$ cat config.mk
export PLATFORM = sky130hd
export DESIGN_NAME = rcg_ctrl
export DESIGN_NICKNAME = d
export VERILOG_FILES = /design/src/core/rcg_pkg.sv /design/src/core/rcg_sync.sv /design/src/core/rcg_divider.sv /design/src/core/rcg_ctrl.sv
export SDC_FILE = /design/constraint.sdc
export NUM_CORES = 1
export LEC_CHECK = 0
export BUFFER_PORTS_ARGS = -buffer_cell sky130_fd_sc_hd__buf_2
export CORE_MARGIN = 8
export CORE_UTILIZATION = 55
export DETAILED_ROUTE_END_ITERATION = 10
export PLACE_DENSITY_LB_ADDON = 0.3
export SLEW_MARGIN = 20
export SYNTH_ARGS = -nofsm -noshare
export SYNTH_HDL_FRONTEND = slang
export SYNTH_SLANG_ARGS = --single-unit
$ cat constraint.sdc
create_clock -name sys_clk -period 6.5 [get_ports sys_clk]
set_input_delay 0.975 -clock sys_clk [delete_from_list [all_inputs] [get_ports sys_clk]]
set_output_delay 0.975 -clock sys_clk [all_outputs]
set_load 0.02 [all_outputs]
$ cat src/core/rcg_pkg.sv
// Shared constants for the reference clock generator control block
package rcg_pkg;
    localparam int RCG_ADDR_W = 4;
    localparam logic [RCG_ADDR_W-1:0] RCG_CTRL_OFFSET = 4'h0;
    localparam int RCG_DIV_W = 15;
    localparam int RCG_SEL_W = 4;
    localparam int RCG_DIV_LSB = 16;
    localparam int RCG_ON_BIT = 15;
    localparam int RCG_STOP_IN_IDLE_BIT = 13;
    localparam int RCG_OE_BIT = 12;
    localparam int RCG_RUN_IN_SLEEP_BIT = 11;
    localparam int RCG_DIVSW_BIT = 9;
    localparam int RCG_ACTIVE_BIT = 8;
    localparam int RCG_SEL_LSB = 0;
    localparam logic [31:0] RCG_CTRL_RESET = 32'h0000_0000;
    localparam logic [RCG_SEL_W-1:0] RCG_SEL_NO_SLEEP0 = 4'h0;
    localparam logic [RCG_SEL_W-1:0] RCG_SEL_NO_SLEEP1 = 4'h1;
    localparam int RCG_SYNC_STAGES = 3;
    typedef enum logic [1:0] {
        RCG_SW_IDLE = 2'b00,
        RCG_SW_WAIT = 2'b01,
        RCG_SW_DONE = 2'b10
    } rcg_switch_t;
endpackage : rcg_pkg

$ cat src/core/rcg_sync.sv
// Three-stage input synchroniser, level accepted once stages two and three agree
`timescale 1ns/10ps
module rcg_sync #(
    parameter int WIDTH = 16
) (
    // Clock and reset
    input wire logic sys_clk,
    input wire logic srst,
    // Asynchronous inputs and filtered levels
    input wire logic [WIDTH-1:0] async_in,
    output logic [WIDTH-1:0] level_out
);
    import rcg_pkg::*;
    logic [WIDTH-1:0] s1_reg;
    logic [WIDTH-1:0] s2_reg;
    logic [WIDTH-1:0] s3_reg;
    logic [WIDTH-1:0] level_next;
    wire [WIDTH-1:0] agree = ~(s2_reg ^ s3_reg);

    initial begin
        if (WIDTH < 1) $error("rcg_sync: WIDTH must be at least 1");
    end

    assign level_next = (agree & s3_reg) | (~agree & level_out);

    always_ff @(posedge sys_clk) begin
        if (srst) begin
            s1_reg <= '0;
            s2_reg <= '0;
            s3_reg <= '0;
            level_out <= '0;
        end else begin
            s1_reg <= async_in;
            s2_reg <= s1_reg;
            s3_reg <= s2_reg;
            level_out <= level_next;
        end
    end
endmodule : rcg_sync

$ cat src/core/rcg_divider.sv
// Divides the selected source level by a programmable ratio
`timescale 1ns/10ps
module rcg_divider #(
    parameter int DIV_W = 15
) (
    // Clock and reset
    input wire logic sys_clk,
    input wire logic srst,
    // Source level and control
    input wire logic src_level,
    input wire logic run,
    input wire logic [DIV_W-1:0] ratio,
    // Divided level and end-of-period pulse
    output logic div_out,
    output logic period_end
);
    import rcg_pkg::*;
    logic src_prev_reg;
    logic [DIV_W-1:0] cnt_reg;
    logic [DIV_W-1:0] cnt_next;
    logic out_next;
    wire src_rise = src_level & ~src_prev_reg;
    wire src_chg = src_level ^ src_prev_reg;
    wire bypass = (ratio == '0);
    wire wrap = src_rise & (cnt_reg >= ratio - DIV_W'(1));

    initial begin
        if (DIV_W < 1) $error("rcg_divider: DIV_W must be at least 1");
    end

    // Ratio zero passes the source through, else toggles every ratio rising edges
    always_comb begin
        cnt_next = cnt_reg;
        out_next = div_out;
        if (!run) begin
            cnt_next = '0;
            out_next = 1'b0;
        end else if (bypass) begin
            cnt_next = '0;
            out_next = src_level;
        end else if (wrap) begin
            cnt_next = '0;
            out_next = ~div_out;
        end else if (src_rise) begin
            cnt_next = cnt_reg + DIV_W'(1);
        end
    end

    always_ff @(posedge sys_clk) begin
        if (srst) begin
            src_prev_reg <= 1'b0;
            cnt_reg <= '0;
            div_out <= 1'b0;
            period_end <= 1'b0;
        end else begin
            src_prev_reg <= src_level;
            cnt_reg <= cnt_next;
            div_out <= out_next;
            period_end <= run & (bypass ? (src_chg & ~src_level) : (wrap & div_out));
        end
    end
endmodule : rcg_divider

$ cat src/core/rcg_ctrl.sv
// Reference clock generator control register, APB slave and output gating
//
// Contract
// - Bits 30..16 hold a 15-bit ratio that divides the selected source.
// - Bit 15 enables the whole generator; zero keeps it disabled.
// - Bit 13 set stops the generator while the chip is idle, clear keeps it running.
// - Bit 12 set drives the divided clock on the output pin, clear keeps the pin quiet.
// - Bit 11 set keeps the output running in sleep, clear stops it in sleep.
// - The run-in-sleep bit is ignored when the source select is 0000 or 0001.
// - Bit 9 reads one while a divider switch is pending and hardware clears it when done.
// - Bit 8 is read-only and shows whether a clock request is active, set and cleared by hardware.
// - While enabled, new source and ratio values wait until the switch bit is set.
// - Bits 31, 14, 10 and 7..4 read zero and ignore writes.
//
// Design decisions made here: the register offsets and register access over APB.
`timescale 1ns/10ps
module rcg_ctrl #(
    parameter int NUM_SRC = 16,
    parameter int DIV_W = 15
) (
    // Clock and reset
    input wire logic sys_clk,
    input wire logic srst,
    // APB slave
    input wire logic psel,
    input wire logic penable,
    input wire logic pwrite,
    input wire logic [rcg_pkg::RCG_ADDR_W-1:0] paddr,
    input wire logic [31:0] pwdata,
    output logic [31:0] prdata,
    output logic pready,
    output logic pslverr,
    // Clock sources from pins and chip power state
    input wire logic [NUM_SRC-1:0] src_clk_in,
    input wire logic idle_mode,
    input wire logic sleep_mode,
    // Generated clock
    output logic ref_clk,
    output logic ref_clock_out_pin
);
    import rcg_pkg::*;

    logic [DIV_W-1:0] ratio_shadow_reg;
    logic [RCG_SEL_W-1:0] sel_shadow_reg;
    logic [DIV_W-1:0] ratio_live_reg;
    logic [RCG_SEL_W-1:0] sel_live_reg;
    logic on_reg;
    logic stop_in_idle_reg;
    logic oe_reg;
    logic run_in_sleep_reg;
    logic active_reg;
    rcg_switch_t sw_reg;
    rcg_switch_t sw_next;
    logic [DIV_W-1:0] ratio_shadow_next;
    logic [RCG_SEL_W-1:0] sel_shadow_next;
    logic [DIV_W-1:0] ratio_live_next;
    logic [RCG_SEL_W-1:0] sel_live_next;
    logic [NUM_SRC-1:0] src_level;
    logic div_out;
    logic period_end;

    initial begin
        if (NUM_SRC < 1 || NUM_SRC > (1 << RCG_SEL_W))
            $error("rcg_ctrl: NUM_SRC must be 1..16");
        if (DIV_W != RCG_DIV_W)
            $error("rcg_ctrl: DIV_W must match the register field");
    end

    // Bus decode
    wire setup = psel & ~penable;
    wire hit = (paddr == RCG_CTRL_OFFSET);
    wire access = psel & penable & pready;
    wire wr_ctrl = access & pwrite & hit;

    // Write data fields
    wire [DIV_W-1:0] wr_ratio = pwdata[RCG_DIV_LSB +: DIV_W];
    wire [RCG_SEL_W-1:0] wr_sel = pwdata[RCG_SEL_LSB +: RCG_SEL_W];
    wire wr_on = pwdata[RCG_ON_BIT];
    wire wr_divsw = wr_ctrl & pwdata[RCG_DIVSW_BIT];

    // Sleep gating per source
    wire sleep_ignored = (sel_live_reg == RCG_SEL_NO_SLEEP0)
        | (sel_live_reg == RCG_SEL_NO_SLEEP1);
    wire sleep_keep = run_in_sleep_reg & ~sleep_ignored;
    wire idle_stop = idle_mode & stop_in_idle_reg;
    wire sleep_stop = sleep_mode & ~sleep_keep;
    wire gen_run = on_reg & ~idle_stop & ~sleep_stop;

    // Source mux
    wire src_sel_level = (int'(sel_live_reg) < NUM_SRC)
        ? src_level[sel_live_reg] : 1'b0;

    // Switch completes at a period boundary, or at once if stopped
    wire sw_pending = (sw_reg == RCG_SW_WAIT);
    wire sw_apply = sw_pending & (period_end | ~gen_run);
    wire divsw_bit = sw_pending;

    // Read word, unimplemented bits zero
    wire [31:0] rd_word = {
        1'b0,
        ratio_shadow_reg,
        on_reg,
        1'b0,
        stop_in_idle_reg,
        oe_reg,
        run_in_sleep_reg,
        1'b0,
        divsw_bit,
        active_reg,
        4'h0,
        sel_shadow_reg
    };

    // Shadow fields always take written values
    assign ratio_shadow_next = wr_ctrl ? wr_ratio : ratio_shadow_reg;
    assign sel_shadow_next = wr_ctrl ? wr_sel : sel_shadow_reg;

    // Live fields follow the shadow while off, else wait for the switch
    always_comb begin
        ratio_live_next = ratio_live_reg;
        sel_live_next = sel_live_reg;
        if (!on_reg) begin
            ratio_live_next = ratio_shadow_next;
            sel_live_next = sel_shadow_next;
        end else if (sw_apply) begin
            ratio_live_next = ratio_shadow_reg;
            sel_live_next = sel_shadow_reg;
        end
    end

    // Switch state, a new request while pending is ignored and completion wins
    always_comb begin
        case (sw_reg)
            RCG_SW_IDLE: begin
                sw_next = (wr_divsw && on_reg) ? RCG_SW_WAIT : RCG_SW_IDLE;
            end
            RCG_SW_WAIT: begin
                sw_next = sw_apply ? RCG_SW_DONE : RCG_SW_WAIT;
            end
            RCG_SW_DONE: begin
                sw_next = wr_divsw ? RCG_SW_WAIT : RCG_SW_IDLE;
            end
            default: begin
                sw_next = RCG_SW_IDLE;
            end
        endcase
        if (wr_divsw && on_reg && sw_reg != RCG_SW_WAIT)
            sw_next = RCG_SW_WAIT;
        if (!on_reg && !(wr_ctrl && wr_on))
            sw_next = RCG_SW_IDLE;
    end

    rcg_sync #(
        .WIDTH(NUM_SRC)
    ) u_sync (
        .sys_clk(sys_clk),
        .srst(srst),
        .async_in(src_clk_in),
        .level_out(src_level)
    );

    rcg_divider #(
        .DIV_W(DIV_W)
    ) u_div (
        .sys_clk(sys_clk),
        .srst(srst),
        .src_level(src_sel_level),
        .run(gen_run),
        .ratio(ratio_live_reg),
        .div_out(div_out),
        .period_end(period_end)
    );

    // APB answer: one access cycle, error on unmapped address
    always_ff @(posedge sys_clk) begin
        if (srst) begin
            prdata <= 32'h0000_0000;
            pready <= 1'b0;
            pslverr <= 1'b0;
        end else begin
            pready <= setup;
            pslverr <= setup & ~hit;
            prdata <= (setup && hit && !pwrite) ? rd_word : 32'h0000_0000;
        end
    end

    // Control fields
    always_ff @(posedge sys_clk) begin
        if (srst) begin
            ratio_shadow_reg <= RCG_CTRL_RESET[RCG_DIV_LSB +: DIV_W];
            sel_shadow_reg <= RCG_CTRL_RESET[RCG_SEL_LSB +: RCG_SEL_W];
            ratio_live_reg <= RCG_CTRL_RESET[RCG_DIV_LSB +: DIV_W];
            sel_live_reg <= RCG_CTRL_RESET[RCG_SEL_LSB +: RCG_SEL_W];
            on_reg <= RCG_CTRL_RESET[RCG_ON_BIT];
            stop_in_idle_reg <= RCG_CTRL_RESET[RCG_STOP_IN_IDLE_BIT];
            oe_reg <= RCG_CTRL_RESET[RCG_OE_BIT];
            run_in_sleep_reg <= RCG_CTRL_RESET[RCG_RUN_IN_SLEEP_BIT];
            sw_reg <= RCG_SW_IDLE;
        end else begin
            ratio_shadow_reg <= ratio_shadow_next;
            sel_shadow_reg <= sel_shadow_next;
            ratio_live_reg <= ratio_live_next;
            sel_live_reg <= sel_live_next;
            sw_reg <= sw_next;
            if (wr_ctrl) begin
                on_reg <= wr_on;
                stop_in_idle_reg <= pwdata[RCG_STOP_IN_IDLE_BIT];
                oe_reg <= pwdata[RCG_OE_BIT];
                run_in_sleep_reg <= pwdata[RCG_RUN_IN_SLEEP_BIT];
            end
        end
    end

    // Status and clock outputs
    always_ff @(posedge sys_clk) begin
        if (srst) begin
            active_reg <= RCG_CTRL_RESET[RCG_ACTIVE_BIT];
            ref_clk <= 1'b0;
            ref_clock_out_pin <= 1'b0;
        end else begin
            active_reg <= gen_run;
            ref_clk <= div_out & gen_run;
            ref_clock_out_pin <= div_out & gen_run & oe_reg;
        end
    end
endmodule : rcg_ctrl

==> results.sh, run 1 <==
export IMPL_grt_pass1_wl_mm=21.2
export IMPL_synth_edff_count=0
export IMPL_grt_overflow_total=0
export IMPL_drc=0
export IMPL_arrival_ns=4.06
export IMPL_hpwl_mm=8.62
export IMPL_total_power_mw=2.05
export IMPL_clkTransAtPathRegs_ns=0.07
export IMPL_antenna_found_initial=0
export IMPL_critPathKind="flop to flop"
export IMPL_start_kind="flop"
export IMPL_core_mm2=0.0108
export IMPL_drive_gt1_share_pct=17.8
export IMPL_dp_slack_ns=2.90
export IMPL_syn_cell_area_mm2=0.00607
export IMPL_cts_setup_buffers=0
export IMPL_fmax_ghz=0.275
export IMPL_synthFlopType="dfxtp_1"
export IMPL_power_density_mw_per_mm2=286
export IMPL_dpl_cell_area_mm2=0.00655
export IMPL_clock_root_buffer="clkbuf_8"
export IMPL_synth_cell_types=45
export IMPL_finalSetupTns_ns=0
export IMPL_final_cell_mix="156 x dfxtp_1, 78 x buf_2, 68 x nor2b_1"
export IMPL_critPathTopFamily="simple AND/OR/NAND/NOR gates"
export IMPL_fillers=840
export IMPL_track_usage_pct=18.1
export IMPL_ys_async_sr_fraction_pct=0
export IMPL_crit_chain="or3_1 > or3b_4 > or3_1 > nor4_1 > nor2_1 > ha_1 > nand2_1 > o21ai_0 > a21oi_1 > buf_4 > and3_1 > o31a_1"
export IMPL_synth_area_per_cell_um2=9.75
export IMPL_finalNonFillerCells=848
export IMPL_period_share_pct=55.9
export IMPL_start_util_pct=56.3
export IMPL_holdWs_ns=0.433
export IMPL_die_h_um=121
export IMPL_syn_inst=623
export IMPL_slew_violations=0
export IMPL_cts_buffers=17
export IMPL_fp_dieW_um=121
export IMPL_hold_viol_final=0
export IMPL_final_nets=771
export IMPL_endpoint_kind="flop"
export IMPL_tritoncts="built"
export IMPL_finalClockSkew_ns=0.00900
export IMPL_fin_crit_ns=3.63
export IMPL_synth_seq_area_share_pct=51.4
export IMPL_status="finished, final reports clean"
export IMPL_tightestPinTransition_ns=1.05
export IMPL_holdBufCountCts=0
export IMPL_dp_cells=816
export IMPL_clk_path_buf_depth=2
export IMPL_gp_congestion=0.788
export IMPL_clock_sinks=156
export IMPL_grt_pass1_vias=4620
export IMPL_drtIter0Drc=216
export IMPL_ys_warn_count=0
export IMPL_worst_path_largest_cell_delay_ns=0.46
export IMPL_via_count=4590
export IMPL_leakage_nw=2.79
export IMPL_drtAntennaViolNets=0
export IMPL_numPortBuffers=79
export IMPL_first_pass_iters=4
export IMPL_wl_mm=12.9
export IMPL_setup_ws_ns=2.87
export IMPL_clk_latency_ns=0.54
export IMPL_cp_max_fo=28
export IMPL_antennaDiodeCount=0
export IMPL_maxCapViolCount=0
export IMPL_final_common_cell="dfxtp_1"
export IMPL_final_area_mm2=0.00717
export IMPL_cp_num_buf_inv=1
export IMPL_slowest_stage="nor4_1"
export IMPL_drt_wirelength_per_cell_um=15.2
export IMPL_rsz0062_at_grt="no"
export IMPL_dieArea_mm2=0.0147
export IMPL_rows=38
export IMPL_htreeDepth=4
export IMPL_relSlewSlack_pct=30.2
export IMPL_peakVddDrop_uv=217
export IMPL_grt_max_degree=112
export IMPL_hold_path_class="flop to flop"
export IMPL_finalSetupViolations=0
export IMPL_ys_ff_latch=156
export IMPL_area_growth_pct=18.0
export IMPL_ios=95
export IMPL_cts_resized=0
export IMPL_vias_per_cell=5.41
export IMPL_postLayoutCoreUtil_pct=66.4
export IMPL_crit_required_ns=6.93
export IMPL_path_common_cell="or3_1"
==> Yosys cell counts (5+ instances only) <==
cell type / count / area [um2]
nand4_1: 7 / 43.8
ha_1: 17 / 213
nor2_1: 44 / 165
buf_4: 7 / 52.6
dfxtp_1: 156 / 3120
nand2_1: 46 / 173
a211oi_1: 19 / 143
and2_1: 29 / 181
o21ai_0: 21 / 105
nor2b_1: 68 / 425
a31oi_1: 10 / 62.6
a21oi_1: 31 / 155
xnor2_1: 9 / 78.8
clkbuf_1: 21 / 78.8
inv_1: 5 / 18.8
or3_1: 5 / 31.3
nor3_1: 12 / 60.1
nand3_1: 24 / 120
mux2i_1: 44 / 440
==> layer usage <==
metal	track usage, %	wire [um]	share of wire, %
met5	0	0	0
met4	9.37	268	2.1
met3	5.17	527	4.1
met2	33.0	6780	53
met1	18.5	5280	41
==> layout make-up <==
| cell class | count | area, um2 | area share [%] |
|---|---|---|---|
| Clock buffer | 19 | 432 | 6.02 |
| Clock inverter | 13 | 189 | 2.64 |
| Inverter | 5 | 18.8 | 0.262 |
| Multi-Input combinational cell | 431 | 2790 | 39.0 |
| Sequential cell | 156 | 3120 | 43.6 |
| Tap cell | 140 | 175 | 2.44 |
| Timing Repair Buffer | 84 | 435 | 6.08 |
==> cells by family after synthesis <==
group	after synthesis	synth area share (%)
buffers and inverters	42	3.13
xor gates and xnor gates	12	1.73
AOI/OAI and AO/OA	91	8.98
other	1	0.0618
adders and majority gates	18	3.67
and+or+nand+nor	254	22.1
muxes	49	8.92
DFF	156	51.4
==> final timing paths <==
check,cells after the start,slack [ns],to,startpoint
max reg2reg,12,2.87,u_div.div_out$_SDFFE_PP0P_,ratio_live_reg[2]$_SDFFE_PP0P_
min reg2reg,1,0.43,u_sync.s2_reg[1]$_SDFF_PP0_,u_sync.s1_reg[1]$_SDFF_PP0_
min,1,0.43,u_sync.s2_reg[1]$_SDFF_PP0_,u_sync.s1_reg[1]$_SDFF_PP0_
max,12,2.87,u_div.div_out$_SDFFE_PP0P_,ratio_live_reg[2]$_SDFFE_PP0P_
==> power breakdown <==
part,switching (mW),leakage [nW],total (mW),internal [mW]
clock network,0.393,0.299,1.03,0.637
registers,0.00527,1.26,0.974,0.969
logic,0.0251,1.23,0.0452,0.0201
Note: power is estimated with default switching activity, not from simulation.
==> inputs of run 2 (changes only) <==
--- a/config.mk
+++ b/config.mk
@@ -7,7 +7,7 @@
 export LEC_CHECK = 0
 export BUFFER_PORTS_ARGS = -buffer_cell sky130_fd_sc_hd__buf_2
 export CORE_MARGIN = 8
-export CORE_UTILIZATION = 55
+export CORE_UTILIZATION = 51
 export DETAILED_ROUTE_END_ITERATION = 10
 export PLACE_DENSITY_LB_ADDON = 0.3
 export SLEW_MARGIN = 20
==> constraint.sdc (replaced) <==
create_clock -name sys_clk -period 3.1 [get_ports sys_clk]
set_input_delay 0.465 -clock sys_clk [delete_from_list [all_inputs] [get_ports sys_clk]]
set_output_delay 0.465 -clock sys_clk [all_outputs]
set_load 0.02 [all_outputs]
==> run 2 against run 1 <==
  * The flow now finishes with violations (setup timing)
  * Clock skew is 0.0027 ns lower
  * Critical path depth rose by 1
  * Setup slack got worse by 3.0 ns
==> results.sh, run 2 (synthesis results as in run 1) <==
export IMPL_leakage_nw=2.89
export IMPL_power_density_mw_per_mm2=556
export IMPL_holdBufCountCts=0
export IMPL_crit_required_ns=3.41
export IMPL_clock_root_buffer="clkbuf_16"
export IMPL_grt_overflow_total=0
export IMPL_dieArea_mm2=0.0157
export IMPL_drtAntennaViolNets=0
export IMPL_clkTransAtPathRegs_ns=0.06
export IMPL_fin_crit_ns=3.28
export IMPL_fmax_ghz=0.305
export IMPL_tritoncts="built"
export IMPL_area_growth_pct=22.1
export IMPL_pwr_share_comb_pct=2.4
export IMPL_p_sw_mw=0.922
export IMPL_vias_per_cell=5.36
export IMPL_min_delay_path_depth=2
export IMPL_rr_worst_depth=13
export IMPL_swShare_pct=22.4
export IMPL_p_seq_share_pct=49.6
export IMPL_clk_latency_ns=0.42
export IMPL_setup_ws_ns=-0.179
export IMPL_antennaDiodeCount=0
export IMPL_final_common_cell="dfxtp_1"
export IMPL_relSlewSlack_pct=29.2
export IMPL_htreeDepth=4
export IMPL_intPower_mw=3.20
export IMPL_endpoint_kind="flop"
export IMPL_dp_slack_ns=-0.340
export IMPL_reg2reg_slack_ns=-0.18
export IMPL_slew_violations=0
export IMPL_period_share_pct=106
export IMPL_min_to="u_sync.s1_reg[13]$_SDFF_PP0_"
export IMPL_drc=0
export IMPL_maxCapViolCount=0
export IMPL_first_pass_iters=4
export IMPL_finalSetupViolations=16
export IMPL_finalSetupTns_ns=-1.22
export IMPL_wl_mm=13.3
export IMPL_r2r_end="u_div.div_out$_SDFFE_PP0P_"
export IMPL_clock_sinks=156
export IMPL_drive_gt1_share_pct=23.0
export IMPL_power_frac_clock_pct=48.1
export IMPL_ios=95
export IMPL_grt_pass1_wl_mm=21.7
export IMPL_total_power_mw=4.12
export IMPL_finalClockSkew_ns=0.00633
export IMPL_rsz0062_at_grt="yes"
export IMPL_start_util_pct=51.4
export IMPL_start_kind="flop"
export IMPL_via_count=4697
export IMPL_dpl_cell_area_mm2=0.00667
export IMPL_final_cell_mix="155 x dfxtp_1, 78 x buf_2, 68 x nor2b_1"
export IMPL_status="complete, but fails checks"
export IMPL_peakVddDrop_uv=429
export IMPL_die_h_um=125
export IMPL_violations="setup timing"
export IMPL_drtIter0Drc=268
export IMPL_grt_max_degree=110
export IMPL_rows=40
export IMPL_critPathKind="flop to flop"
export IMPL_numPortBuffers=79
export IMPL_tightestPinTransition_ns=1.06
export IMPL_arrival_ns=3.59
export IMPL_final_nets=793
export IMPL_gp_congestion=0.832
export IMPL_clk_path_buf_depth=2
export IMPL_track_usage_pct=16.8
export IMPL_hold_path_class="input pin to flop"
export IMPL_cp_max_fo=7
export IMPL_hold_viol_final=0
export IMPL_timing_rr_start="ratio_live_reg[4]$_SDFFE_PP0P_"
export IMPL_min_from="src_clk_in[13]"
export IMPL_cts_buffers=17
export IMPL_antenna_found_initial=0
export IMPL_grt_pass1_vias=4695
export IMPL_core_mm2=0.0118
export IMPL_drt_wirelength_per_cell_um=15.1
export IMPL_fp_dieW_um=125
export IMPL_final_area_mm2=0.00742
export IMPL_hpwl_mm=8.82
[run 2: cell type report]
cell class / count / area (um2)
inverters: 5 / 18.8
flip-flops and latches: 156 / 3120
fillers: 970 / 4400
clock inverters: 14 / 139
clock buffers: 18 / 429
multi-input cells: 431 / 2900
well taps: 147 / 184
repair buffers: 106 / 619
[run 2: power groups by stage]
stage               Combinational [mW]  Sequential [mW]  Clock (mW)
finish                          0.0974             2.04        1.98
global route                     0.107             2.04        2.10
CTS                             0.0970             2.04        2.02
detailed placement              0.0958             2.09           0
global placement                0.0923             2.09           0
floorplan                       0.0589             2.09           0
[run 2: timing repair]
action / in CTS / in global routing
gates resized for setup: 12 / 16
setup buffers: 3 / 3
cloned: 2 / 0
endpoints found under the hold margin: 0 / 0
setup endpoints to repair: 17 / 17
pin swaps: 3 / 15
[run 2: critical path, stage by stage (launching register included)]
cell and delay (ns):
dfxtp_2 0.32, or3_4 0.38, or3b_4 0.41, or3_4 0.43, xor2_2 0.17, ha_4 0.29, buf_4 0.10, buf_4 0.10
nand4_1 0.10, a21oi_2 0.16, a21oi_2 0.08, buf_4 0.17, and3_1 0.17, o31a_1 0.29
[run 2: worst max-delay path by stage]
stage / startpoint / endpoint / slack (ns) / cells past startpoint
after detailed placement: ratio_live_reg[4]$_SDFFE_PP0P_ / u_div.div_out$_SDFFE_PP0P_ / -0.34 / 12
after global placement: ratio_live_reg[4]$_SDFFE_PP0P_ / u_div.div_out$_SDFFE_PP0P_ / -0.1 / 12
after floorplan: ratio_live_reg[4]$_SDFFE_PP0P_ / u_div.cnt_reg[8]$_SDFFE_PP0P_ / -0.15 / 14
after CTS: ratio_live_reg[4]$_SDFFE_PP0P_ / u_div.cnt_reg[13]$_SDFFE_PP0P_ / -0.13 / 14
after global routing: ratio_live_reg[4]$_SDFFE_PP0P_ / u_div.cnt_reg[2]$_SDFFE_PP0P_ / -0.29 / 14
final: ratio_live_reg[4]$_SDFFE_PP0P_ / u_div.div_out$_SDFFE_PP0P_ / -0.18 / 13
[run 2: per-layer routing]
layer	global-route usage (%)	up-vias	part of all wire, %
met2	30.1	84	53
met4	8.24	0	2.3
li1	-	2326	-
met5	0	-	0
met3	4.55	26	3.5
met1	18.0	2261	41
[run 2: per-stage QoR]
step	util [%]	std cells	hold WS [ns]
global placement	56.5	838	0.417
finish	62.8	877	0.249
floorplan	-	629	0.406
CTS	62.0	875	0.233
global route	62.8	877	0.238
detailed placement	56.5	838	0.420
==> inputs of run 3 (changes only) <==
--- a/config.mk
+++ b/config.mk
@@ -9,6 +9,7 @@
 export CORE_MARGIN = 8
 export CORE_UTILIZATION = 51
 export DETAILED_ROUTE_END_ITERATION = 10
+export GPL_TIMING_DRIVEN = 0
 export PLACE_DENSITY_LB_ADDON = 0.3
 export SLEW_MARGIN = 20
 export SYNTH_ARGS = -nofsm -noshare
==> run 3 against run 2 <==
  * Clock-buffer cell count unchanged
  * Sequential cell count unchanged
  * Non-clock buffer count up 17
  * Combinational power up 13%
  * Clock skew up 0.0038 ns
  * The flow still finishes with violations (setup timing)
  * Critical path depth down 1
  * Largest power group is now the clock network
  * Utilization up 0.92 points
  * Critical path type unchanged
  * Global-route usage up 1.3 points
  * Hold slack worse by 0.014 ns
  * Maximum frequency down 0.90%
  * Largest cell class unchanged
  * Via count up 3.1%
==> results.sh, run 3 (synthesis results as in run 1) <==
export IMPL_swShare_pct=22.0
export IMPL_leakage_nw=2.92
export IMPL_numPortBuffers=79
export IMPL_rows=40
export IMPL_final_nets=811
export IMPL_drt_wirelength_per_cell_um=16.0
export IMPL_tritoncts="built"
export IMPL_drive_gt1_share_pct=22.1
export IMPL_postLayoutCoreUtil_pct=63.7
export IMPL_p_seq_share_pct=48.2
export IMPL_cp_num_buf_inv=1
export IMPL_r2r_end="u_div.cnt_reg[3]$_SDFFE_PP0P_"
export IMPL_clock_sinks=156
export IMPL_drc=0
export IMPL_finalClockSkew_ns=0.0102
export IMPL_pwr_share_comb_pct=2.6
export IMPL_cts_buffers=17
export IMPL_start_kind="flop"
export IMPL_die_h_um=125
export IMPL_antennaDiodeCount=0
export IMPL_area_growth_pct=23.9
export IMPL_crit_start="ratio_live_reg[4]$_SDFFE_PP0P_"
export IMPL_core_mm2=0.0118
export IMPL_fillers=942
export IMPL_worst_path_largest_cell_delay_ns=0.41
export IMPL_p_sw_mw=0.931
export IMPL_ios=95
export IMPL_wl_mm=14.3
export IMPL_final_common_cell="dfxtp_1"
export IMPL_status="complete, but fails checks"
export IMPL_cp_max_fo=7
export IMPL_antenna_found_initial=0
export IMPL_cp_depth=12
export IMPL_holdWs_ns=0.235
export IMPL_arrival_ns=3.66
export IMPL_dp_cells=855
export IMPL_fp_dieW_um=125
export IMPL_violations="setup timing"
export IMPL_holdBufCountCts=0
export IMPL_reg2reg_slack_ns=-0.21
export IMPL_track_usage_pct=18.2
export IMPL_timing_rr_start="ratio_live_reg[4]$_SDFFE_PP0P_"
export IMPL_intPower_mw=3.31
export IMPL_grt_max_degree=17
export IMPL_clkTransAtPathRegs_ns=0.06
export IMPL_clock_root_buffer="clkbuf_16"
export IMPL_first_pass_iters=5
export IMPL_maxCapViolCount=0
export IMPL_grt_pass1_wl_mm=23.1
export IMPL_crit_required_ns=3.45
export IMPL_rsz0062_at_grt="yes"
export IMPL_htreeDepth=4
export IMPL_vias_per_cell=5.41
export IMPL_crit_chain="or3_4 > or3b_4 > or3_4 > o31a_1 > nor2_1 > ha_1 > a21oi_1 > o21ai_2 > a21oi_4 > buf_8 > nand3_2 > a31oi_1"
export IMPL_start_util_pct=51.4
export IMPL_rr_worst_depth=12
export IMPL_dieArea_mm2=0.0157
export IMPL_endpoint_kind="flop"
export IMPL_gp_congestion=0.824
export IMPL_clk_path_buf_depth=2
export IMPL_critPathTopFamily="simple AND/OR/NAND/NOR gates"
export IMPL_slowest_stage="or3_4"
export IMPL_grt_overflow_total=0
export IMPL_fmax_ghz=0.302
export IMPL_finalSetupViolations=17
export IMPL_power_frac_clock_pct=49.2
export IMPL_hpwl_mm=9.91
export IMPL_drtIter0Drc=342
export IMPL_slew_violations=0
export IMPL_period_share_pct=107
export IMPL_drtAntennaViolNets=0
export IMPL_peakVddDrop_uv=486
export IMPL_final_area_mm2=0.00752
export IMPL_via_count=4844
export IMPL_power_density_mw_per_mm2=563
export IMPL_hold_path_class="input pin to flop"
export IMPL_grt_pass1_vias=4944
export IMPL_setup_ws_ns=-0.209
export IMPL_clk_latency_ns=0.43
export IMPL_final_cell_mix="152 x dfxtp_1, 83 x buf_2, 68 x nor2b_1"
export IMPL_tightestPinTransition_ns=1.05
export IMPL_relSlewSlack_pct=30.1
export IMPL_critPathKind="flop to flop"
export IMPL_fin_crit_ns=3.31
export IMPL_finalNonFillerCells=895
export IMPL_dpl_cell_area_mm2=0.00670
export IMPL_path_common_cell="or3_4"
export IMPL_endpoint="u_div.cnt_reg[3]$_SDFFE_PP0P_"
export IMPL_total_power_mw=4.24
export IMPL_hold_viol_final=0
-- run 3: final cells by class --
| cell class | instances | area, um2 | area share (%) |
|---|---|---|---|
| plain buffers | 36 | 189 | 2.51 |
| clock buffers | 18 | 439 | 5.84 |
| clock inverters | 14 | 159 | 2.11 |
| inverters | 5 | 18.8 | 0.249 |
| multi-input cells | 432 | 2930 | 38.9 |
| flip-flops and latches | 156 | 3130 | 41.6 |
| well taps | 147 | 184 | 2.44 |
| repair buffers | 87 | 480 | 6.39 |
-- run 3: layer usage --
metal  wire length [um]  vias to the layer above  part of all wire, %  track usage [%]
li1                   -                     2367                    -                -
met1               5840                     2324                   41             19.9
met2               7440                      125                   52             32.5
met3                730                       28                  5.1             5.35
met4                272                        0                  1.9             6.81
met5                  0                        -                    0                0
-- run 3: worst reg2reg max path: cells and delay by family (launching register included) --
| kind | cells | cell delay, ns |
|---|---|---|
| simple gates | 5 | 1.36 |
| fa+ha+maj | 1 | 0.27 |
| compound gates | 5 | 1.13 |
| flops | 1 | 0.32 |
| buf+inv | 1 | 0.17 |
-- run 3: repair_timing --
action | 4_1_cts | 5_1_grt
endpoints found under the setup margin | 17 | 17
gates cloned | 2 | 1
gates resized for setup | 12 | 21
pin swaps | 5 | 4
hold endpoints to repair | 0 | 0
setup buffers | 6 | 0
-- run 3: power by group through the flow --
stage          sequential, mW  combinational [mW]  clock (mW)
4_1_cts                  2.04               0.110        2.11
5_1_grt                  2.04               0.121        2.20
3_5_place_dp             2.09               0.109           0
2_1_floorplan            2.09              0.0589           0
6_report                 2.04               0.110        2.08
3_3_place_gp             2.09               0.106           0
-- run 3: per-stage QoR --
| stage | setup slack (ns) | TNS [ns] |
|---|---|---|
| floorplan | -0.152 | -1.82 |
| global placement | -0.524 | -8.04 |
| detailed placement | -0.660 | -9.97 |
| CTS | -0.205 | -3.00 |
| global route | -0.353 | -4.88 |
| finish | -0.209 | -2.77 |
-- run 3: how the worst min path moves through the flow --
| stage | startpoint | endpoint | cells after the start |
|---|---|---|---|
| 2_1_floorplan | active_reg$_SDFF_PP0_ | prdata[8]$_SDFF_PP0_ | 1 |
| 3_3_place_gp | u_sync.s1_reg[4]$_SDFF_PP0_ | u_sync.s2_reg[4]$_SDFF_PP0_ | 1 |
| 3_5_place_dp | u_sync.s1_reg[3]$_SDFF_PP0_ | u_sync.s2_reg[3]$_SDFF_PP0_ | 1 |
| 4_1_cts | penable | pready$_SDFF_PP0_ | 2 |
| 5_1_grt | penable | pready$_SDFF_PP0_ | 2 |
| 6_report | penable | pready$_SDFF_PP0_ | 2 |
